===== config.mk =====
export PLATFORM = sky130hd
export DESIGN_NAME = agu_effective_address_calc
export DESIGN_NICKNAME = d
export VERILOG_FILES = /design/src/agu_pkg.sv /design/src/agu_ptr_file.sv /design/src/agu_effective_address_calc.sv
export SDC_FILE = /design/constraint.sdc
export NUM_CORES = 1
export LEC_CHECK = 0
export ABC_AREA = 1
export BUFFER_PORTS_ARGS = -buffer_cell sky130_fd_sc_hd__buf_2
export CORE_MARGIN = 10
export CORE_UTILIZATION = 45
export CTS_CLUSTER_DIAMETER = 60
export DETAILED_ROUTE_END_ITERATION = 7
export GPL_ROUTABILITY_DRIVEN = 0
export SYNTH_ARGS = -nofsm -noshare
export SYNTH_HDL_FRONTEND = slang
export SYNTH_SLANG_ARGS = --single-unit

===== constraint.sdc =====
create_clock -name i_core_clk -period 3.1 [get_ports i_core_clk]
set_clock_uncertainty 0.1 [all_clocks]
set_input_delay 0.62 -clock i_core_clk [delete_from_list [all_inputs] [get_ports i_core_clk]]
set_output_delay 0.62 -clock i_core_clk [all_outputs]
set_load 0.05 [all_outputs]

===== src/agu_pkg.sv =====
// Package of modes, sizes, widths and cost figures for the address generation unit.
package agu_pkg;
  localparam int ADDR_W = 24;
  localparam int DATA_W = 16;
  localparam int REG_IDX_W = 3;
  localparam int NUM_PTR = 8;
  localparam logic [2:0] SP_IDX = 3'h7;
  localparam logic [2:0] OFS_IDX = 3'h6;
  localparam logic [2:0] OFS3_IDX = 3'h3;
  localparam logic [23:0] PTR_RST = 24'h000000;
  localparam logic [23:0] STEP_ONE = 24'h000001;
  localparam logic [23:0] STEP_TWO = 24'h000002;
  localparam logic [1:0] CYC_NONE = 2'h0;
  localparam logic [1:0] CYC_ONE = 2'h1;
  localparam logic [1:0] CYC_TWO = 2'h2;
  localparam logic [1:0] EXT_NONE = 2'h0;
  localparam logic [1:0] EXT_ONE = 2'h1;
  localparam logic [1:0] EXT_TWO = 2'h2;

  typedef enum logic [3:0] {
    AGU_REG_DIRECT = 4'h0,
    AGU_NO_UPDATE = 4'h1,
    AGU_POST_INC = 4'h2,
    AGU_POST_DEC = 4'h3,
    AGU_POST_OFS = 4'h4,
    AGU_INDEX_OFS = 4'h5,
    AGU_DISP3 = 4'h6,
    AGU_DISP6 = 4'h7,
    AGU_DISP16 = 4'h8,
    AGU_DISP24 = 4'h9
  } agu_mode_t;

  typedef enum logic [1:0] {
    AGU_SZ_BYTE = 2'h0,
    AGU_SZ_WORD = 2'h1,
    AGU_SZ_LONG = 2'h2
  } agu_size_t;

  typedef struct packed {
    agu_mode_t mode;
    agu_size_t size;
    logic byte_pointer_move;
    logic [2:0] ptr_sel;
    logic use_secondary;
    logic [5:0] short_disp;
    logic [23:0] ext_disp;
    logic [2:0] src_a;
    logic [2:0] src_b;
    logic [2:0] src_c;
  } agu_req_t;

  typedef struct packed {
    logic [23:0] addr;
    logic mem_access;
    logic [1:0] extra_cycles;
    logic [1:0] ext_words;
    logic modulo;
  } agu_resp_t;
endpackage


===== src/agu_ptr_file.sv =====
// Pointer register file with registered read ports and one write port.
`timescale 1ns/10ps
module agu_ptr_file #(
  parameter int WIDTH = 24,
  parameter int DEPTH = 8
) (
  input wire logic i_core_clk,
  input wire logic i_rst_n,
  input wire logic i_we,
  input wire logic [2:0] i_waddr,
  input wire logic [WIDTH-1:0] i_wdata,
  input wire logic [2:0] i_raddr_a,
  input wire logic [2:0] i_raddr_b,
  input wire logic [2:0] i_raddr_c,
  output logic [WIDTH-1:0] o_rdata_a,
  output logic [WIDTH-1:0] o_rdata_b,
  output logic [WIDTH-1:0] o_rdata_c,
  output logic [WIDTH-1:0] o_all [DEPTH]
);
  logic [WIDTH-1:0] mem_q [DEPTH];

  always_ff @(posedge i_core_clk or negedge i_rst_n)
  begin
    if (!i_rst_n)
    begin
      for (int k = 0; k < DEPTH; k++)
        mem_q[k] <= '0;
      o_rdata_a <= '0;
      o_rdata_b <= '0;
      o_rdata_c <= '0;
    end
    else
    begin
      if (i_we)
        mem_q[i_waddr] <= i_wdata;
      o_rdata_a <= mem_q[i_raddr_a];
      o_rdata_b <= mem_q[i_raddr_b];
      o_rdata_c <= mem_q[i_raddr_c];
    end
  end

  assign o_all = mem_q;
endmodule // agu_ptr_file


===== src/agu_effective_address_calc.sv =====
// Effective address calculation and pointer write-back for the address generation unit.
//
// Notes on behaviour
// - Register-direct mode reads up to three operand registers and makes no memory access.
// - Post-decrement uses the pointer's current value as address and subtracts afterwards.
// - Post-increment adds one for byte or word and two for long, written back to the same pointer.
// - Post-decrement subtracts two for long and one otherwise, written back to the same pointer.
// - A halved stack-relative displacement is shifted left one bit for long accesses.
// - The modulo flag on the first two pointers follows the modifier register; pointer arithmetic here is always linear.
// - No-update mode uses the pointer as address and leaves it unchanged.
// - Post-update by offset sign-extends the offset's low 16 bits and adds them to the pointer.
// - Index by offset adds the signed 24-bit offset, doubled for long, and modifies nothing.
// - A 3-bit displacement is one-extended with the stack pointer and zero-extended otherwise.
// - The 6-bit stack displacement is one-extended to -1..-64 and doubled for long.
// - A 16-bit displacement is signed, except for byte pointer moves where it is zero-extended.
// - A 16-bit displacement is doubled for long accesses and counted in bytes for byte accesses.
// - A 24-bit signed displacement is added, doubled for long and in bytes for byte accesses.
// - Disp24 costs two cycles, index and short or 16-bit displacements one, post-updates none.
// - The 16-bit displacement mode consumes exactly one extension word.
`timescale 1ns/10ps
module agu_effective_address_calc #(
  parameter int ADDR_W = agu_pkg::ADDR_W
) (
  input wire logic i_core_clk,
  input wire logic i_rst_n,
  input wire logic i_req_valid,
  input wire agu_pkg::agu_req_t i_req,
  input wire logic [1:0] i_modulo_modifier_reg,
  input wire logic i_load_en,
  input wire logic [2:0] i_load_sel,
  input wire logic [23:0] i_load_data,
  output agu_pkg::agu_resp_t o_resp,
  output logic o_resp_valid,
  output logic [23:0] o_opnd_a,
  output logic [23:0] o_opnd_b,
  output logic [23:0] o_opnd_c
);
  logic [23:0] ptr_all [agu_pkg::NUM_PTR];
  logic [23:0] address_pointer_reg;
  logic [23:0] secondary_offset_reg;
  logic [23:0] stack_ptr_reg;
  logic [23:0] disp_raw;
  logic [23:0] disp_scaled;
  logic [23:0] post_step;
  logic [23:0] ea_d;
  logic [23:0] wb_data;
  logic wb_en;
  logic is_long;
  logic is_sp;
  logic [1:0] cyc_d;
  logic [1:0] ext_d;
  logic mod_d;
  agu_pkg::agu_resp_t resp_q;
  logic resp_valid_q;
  logic [2:0] ra_d;
  logic [2:0] rb_d;
  logic [2:0] rc_d;
  logic wr_en;
  logic [2:0] wr_sel;
  logic [23:0] wr_data;
  logic [2:0] ofs_sel;

  function automatic logic [23:0] scale_long(input logic [23:0] v, input logic lng);
    scale_long = lng ? {v[22:0], 1'b0} : v;
  endfunction

  assign is_long = (i_req.size == agu_pkg::AGU_SZ_LONG);
  assign is_sp = (i_req.ptr_sel == agu_pkg::SP_IDX);
  assign address_pointer_reg = ptr_all[i_req.ptr_sel];
  assign ofs_sel = i_req.use_secondary ? agu_pkg::OFS3_IDX : agu_pkg::OFS_IDX;
  assign secondary_offset_reg = ptr_all[ofs_sel];
  assign stack_ptr_reg = ptr_all[agu_pkg::SP_IDX];

  // Raw displacement before size scaling; byte accesses keep byte units unscaled.
  always_comb
  begin
    disp_raw = '0;
    case (i_req.mode)
      agu_pkg::AGU_INDEX_OFS: disp_raw = secondary_offset_reg;
      agu_pkg::AGU_DISP3: disp_raw = is_sp ? {21'h1fffff, i_req.short_disp[2:0]}
                                           : {21'h000000, i_req.short_disp[2:0]};
      agu_pkg::AGU_DISP6: disp_raw = {18'h3ffff, i_req.short_disp};
      agu_pkg::AGU_DISP16: disp_raw = i_req.byte_pointer_move ? {8'h00, i_req.ext_disp[15:0]}
                                      : {{8{i_req.ext_disp[15]}}, i_req.ext_disp[15:0]};
      agu_pkg::AGU_DISP24: disp_raw = i_req.ext_disp;
      default: disp_raw = '0;
    endcase
  end

  // The encoder stores long displacements halved, so doubling restores the true offset.
  assign disp_scaled = scale_long(disp_raw, is_long);

  always_comb
  begin
    post_step = '0;
    wb_en = 1'b0;
    case (i_req.mode)
      agu_pkg::AGU_POST_INC:
      begin
        post_step = is_long ? agu_pkg::STEP_TWO : agu_pkg::STEP_ONE;
        wb_en = 1'b1;
      end
      agu_pkg::AGU_POST_DEC:
      begin
        post_step = is_long ? (~agu_pkg::STEP_TWO + 24'h000001) : (~agu_pkg::STEP_ONE + 24'h000001);
        wb_en = 1'b1;
      end
      agu_pkg::AGU_POST_OFS:
      begin
        post_step = {{8{secondary_offset_reg[15]}}, secondary_offset_reg[15:0]};
        wb_en = 1'b1;
      end
      default:
      begin
        post_step = '0;
        wb_en = 1'b0;
      end
    endcase
  end

  // Post modes address at the old pointer; indexed modes at pointer plus displacement.
  assign ea_d = address_pointer_reg + disp_scaled;
  assign wb_data = address_pointer_reg + post_step;

  always_comb
  begin
    cyc_d = agu_pkg::CYC_NONE;
    ext_d = agu_pkg::EXT_NONE;
    case (i_req.mode)
      agu_pkg::AGU_INDEX_OFS, agu_pkg::AGU_DISP3, agu_pkg::AGU_DISP6: cyc_d = agu_pkg::CYC_ONE;
      agu_pkg::AGU_DISP16:
      begin
        cyc_d = agu_pkg::CYC_ONE;
        ext_d = agu_pkg::EXT_ONE;
      end
      agu_pkg::AGU_DISP24:
      begin
        cyc_d = agu_pkg::CYC_TWO;
        ext_d = agu_pkg::EXT_TWO;
      end
      default:
      begin
        cyc_d = agu_pkg::CYC_NONE;
        ext_d = agu_pkg::EXT_NONE;
      end
    endcase
  end

  // Modulo updates themselves are not built here; the flag tells the downstream wrap logic.
  assign mod_d = ((i_req.ptr_sel == 3'h0) || (i_req.ptr_sel == 3'h1))
                 && (i_modulo_modifier_reg != 2'h0);

  assign ra_d = (i_req.mode == agu_pkg::AGU_REG_DIRECT) ? i_req.src_a : 3'h0;
  assign rb_d = (i_req.mode == agu_pkg::AGU_REG_DIRECT) ? i_req.src_b : 3'h0;
  assign rc_d = (i_req.mode == agu_pkg::AGU_REG_DIRECT) ? i_req.src_c : 3'h0;

  // A pointer write-back outranks a decoder load in the same cycle.
  assign wr_en = (i_req_valid && wb_en) || i_load_en;
  assign wr_sel = (i_req_valid && wb_en) ? i_req.ptr_sel : i_load_sel;
  assign wr_data = (i_req_valid && wb_en) ? wb_data : i_load_data;

  agu_ptr_file #(
    .WIDTH(agu_pkg::ADDR_W),
    .DEPTH(agu_pkg::NUM_PTR)
  ) u_ptr_file (
    .i_core_clk(i_core_clk),
    .i_rst_n(i_rst_n),
    .i_we(wr_en),
    .i_waddr(wr_sel),
    .i_wdata(wr_data),
    .i_raddr_a(ra_d),
    .i_raddr_b(rb_d),
    .i_raddr_c(rc_d),
    .o_rdata_a(o_opnd_a),
    .o_rdata_b(o_opnd_b),
    .o_rdata_c(o_opnd_c),
    .o_all(ptr_all)
  );

  always_ff @(posedge i_core_clk or negedge i_rst_n)
  begin
    if (!i_rst_n)
    begin
      resp_q <= '0;
      resp_valid_q <= 1'b0;
    end
    else
    begin
      resp_valid_q <= i_req_valid;
      if (i_req_valid)
      begin
        resp_q.addr <= ea_d;
        resp_q.mem_access <= (i_req.mode != agu_pkg::AGU_REG_DIRECT);
        resp_q.extra_cycles <= cyc_d;
        resp_q.ext_words <= ext_d;
        resp_q.modulo <= mod_d;
      end
    end
  end

  assign o_resp = resp_q;
  assign o_resp_valid = resp_valid_q;
endmodule // agu_effective_address_calc


==> results.py <==
metrics = {
    "finish": {
        "instances_no_fill": 4140,
        "fillers": 4256,
        "num_antenna_cells": 0,
        "nets": 3634,
        "syn2layout_area_growth_pct": 32.73,
        "final_layout_size_suffix_gt1_share_pct": 25.45,
        "final_util_pct": 60.13,
    },
    "clock_tree": {
        "ctsHtreeMaxLevel": 2,
        "cts_buffer_depth": 3,
        "cts.sinks": 295,
        "clk_pin_slew_ns": 0.05,
        "clk_root_buffer_cell": "clkbuf_16",
        "cts_buffers": 38,
        "cts_tree": "yes",
        "clock_latency_ns": 0.59,
    },
    "detailed_routing": {
        "drtIter0Drc": 2759,
        "drt_wl_total_um": 90070,
        "wl_per_cell_um": 21.76,
        "vias_per_cell": 5.937,
        "vias": 24580,
        "final_antenna_net_count": 0,
        "drc": 0,
        "firstDrtPassIters": 6,
    },
    "synth": {
        "yosysSeqAreaShare_pct": 35.22,
        "synth-seq-cells": 295,
        "synth_area_per_cell_sq_um": 6.746,
        "synthTopCellsByArea": "dfrtp_1 (35%), nand2_1 (17%), o21ai_0 (7.4%)",
        "yosysTopAreaCell": "dfrtp_1",
        "synthTopCellsByCount": "nand2_1 (936), o21ai_0 (310), dfrtp_1 (295)",
        "synth_fp_nets": 3238,
        "synth.distinct_cells": 48,
        "netlist_area_sq_um": 20960,
        "yosysTopAreaCellShare_pct": 35.22,
        "ys_warn_count": 0,
        "syn_inst": 3107,
        "synth.most_common_cell": "nand2_1",
        "synth_edf_count": 0,
        "synth_ff_type": "dfrtp_1",
        "async_flop_share_pct": 100.0,
    },
    "placement": {
        "post-dp-hpwl_um": 66370,
        "dp.cells": 4047,
        "portBuffers": 185,
    },
    "critical_path": {
        "worstSetupPathType": "in -> reg",
        "rr_endpoint": "u_ptr_file.o_all[36]",
        "cp_slowest_cell": "ha_1",
        "r2r_cells": 18,
        "worstSetupStartpointType": "input port",
        "crit_fanout": 7,
        "crit_cells": 18,
        "timing.critical_path.cells": "buf_12, clkinvlp_4, nor2_4, inv_2, buf_8, o221ai_1, o22ai_2, buf_4, ha_1, nand2_1, nand2_1, buf_4, nand2_1, nand2_1, a21oi_2, xor2_2, buf_4, o21ai_0",
        "timing.rr.start": "u_ptr_file.o_all[24]",
        "r2r_slack_ns": 0.11,
        "required_ns": 3.46,
        "slowest_delay_ns": 0.36,
        "crit_family": "buffers and inverters",
        "crit_top_cell": "nand2_1",
        "end_kind": "register",
        "crit_buf_inv": 7,
        "arrival_ns": 3.39,
    },
    "global_route": {
        "grt_pass1_wl_um": 136600,
        "antenna_found_initial": 1,
        "track_usage_pct": 30.92,
        "gr-total-overflow": 0,
        "grt_max_degree": 66,
        "grt_pass1_vias": 23280,
    },
    "outcome": {
        "status": "completed",
    },
    "timing": {
        "fin_crit_ns": 3.034,
        "rsz0062_at_grt": "true",
        "report.final.slew_viol_count": 0,
        "tightestPinTransition_ns": 0.8225,
        "hold_violations": 0,
        "setup_violations": 0,
        "max_freq_mhz": 329.6,
        "fin_crit_sh_pct": 97.87,
        "slew_headroom_pct": 45.09,
    },
    "die": {
        "core_sq_um": 46260,
        "die-height_um": 235.8,
        "dieArea_sq_um": 55610,
        "rows": 79,
        "die_w_um": 235.8,
        "io_pins": 186,
        "initial_utilization_pct": 45.31,
    },
    "pwr": {
        "powerDensity_nw_per_um2": 655.7,
        "seqPwrFrac_pct": 32.6,
        "p_int_uw": 10250,
        "p_sw_uw": 7989,
        "leakage_uw": 0.01353,
        "swShare_pct": 43.80,
        "p_comb_share_pct": 42.7,
        "max-vdd-ir-drop_mv": 0.4732,
        "p_clk_share_pct": 24.7,
    },
    "run": {
        "drv_cap": 0,
    },
    "worst_hold_path": {
        "hold_end": "o_resp[0]",
        "hold_start": "i_modulo_modifier_reg[0]",
        "hold_path.class": "in -> reg",
        "worstHoldPathCells": 3,
    },
}
==> placed cells by master, fill, tap and decap left out, types with 82 or more instances in the layout <==
cell,count
nand2_1,899
buf_2,182
o211ai_1,167
nand3_1,168
buf_4,322
nor2_1,137
a21oi_1,205
a31oi_1,82
dfrtp_1,295
o21ai_0,279
inv_1,246
==> power groups by stage <==
stage               clock network (uW)  registers (uW)  logic [uW]
finish                            4510            5940        7790
global route                      4720            6010        8370
CTS                               4560            5850        7280
detailed placement                   0            5900        7180
global placement                     0            5860        7080
floorplan                            0            6840        3000
==> how the worst max path moves through the flow <==
stage	startpoint	endpoint	slack, ns
floorplan	i_req[40]	o_resp[22]	-0.05
global placement	i_req[40]	u_ptr_file.o_all[164]	-0.84
detailed placement	i_req[40]	o_resp[15]	-0.85
CTS	i_req[40]	u_ptr_file.o_all[93]	0.01
global route	i_req[40]	u_ptr_file.o_all[36]	-0.07
finish	i_req[40]	o_resp[17]	0.07
==> logic make-up after synthesis <==
family / share of synthesized area [%]
compound gates: 25.33
xor+xnor: 0.4597
fa+ha+maj: 2.937
buf+inv: 9.068
flops: 35.22
mux: 0.04776
simple gates: 26.94
==> worst register-to-register path: stages, from the launching register on <==
cell and delay, ns:
dfrtp_1 0.36, buf_6 0.10, inv_1 0.05, a21oi_2 0.13, o21ai_1 0.08, a22oi_2 0.23
buf_4 0.17, ha_4 0.13, inv_2 0.04, fa_2 0.42, nor2_2 0.11, nor2_2 0.06
o21bai_1 0.19, buf_4 0.20, nand2_4 0.07, nand3_4 0.08, nand3_4 0.17, nand3_2 0.14
nand2_2 0.04
==> layer usage <==
layer | global-route usage, % | part of all wire (%)
met1 | 37.85 | 38
met2 | 51.08 | 48
met3 | 4.242 | 7.4
met4 | 18.59 | 6.6
met5 | 0 | 0
==> flip-flops by register name, indices dropped and copies added, names as in the netlist <==
register,flops
o_resp_valid,1
u_ptr_file.o_rdata_b,24
u_ptr_file.o_rdata_a,24
o_resp,30
u_ptr_file.o_rdata_c,24
u_ptr_file.o_all,192
==> stage by stage <==
stage | hold WS, ns | cell area [sq um] | total power [uW] | setup WS (ns) | setup TNS (ns)
after floorplan | 0.2244 | 21090 | 9839 | -0.04535 | -0.04535
after global placement | 0.3573 | 25150 | 12940 | -0.8380 | -126.39
after detailed placement | 0.3575 | 25150 | 13080 | -0.8544 | -134.43
after CTS | 0.2150 | 26610 | 17680 | 0.009686 | 0
after global routing | 0.2708 | 27820 | 19090 | -0.06630 | -1.123
final | 0.2441 | 27820 | 18240 | 0.06589 | 0
==> area by class of cell <==
class,count,area [sq um],share of cell area (%)
clock buffers,58,1157,4.160
multi-input cells,2333,12920,46.44
clock inverters,12,115.1,0.4138
flip-flops and latches,295,7382,26.54
well taps,607,759.5,2.730
repair buffers,565,4458,16.03
inverters,270,1026,3.688
==> repair_timing <==
action,in CTS,in global routing
hold buffers,1,0
endpoints found under the hold margin,58,0
pin swaps,5,58
buffers inserted,1,21
resized for setup,41,241
gates cloned,1,0
setup endpoints to repair,169,183
No activity file was read; power rests on OpenSTA's default activity.
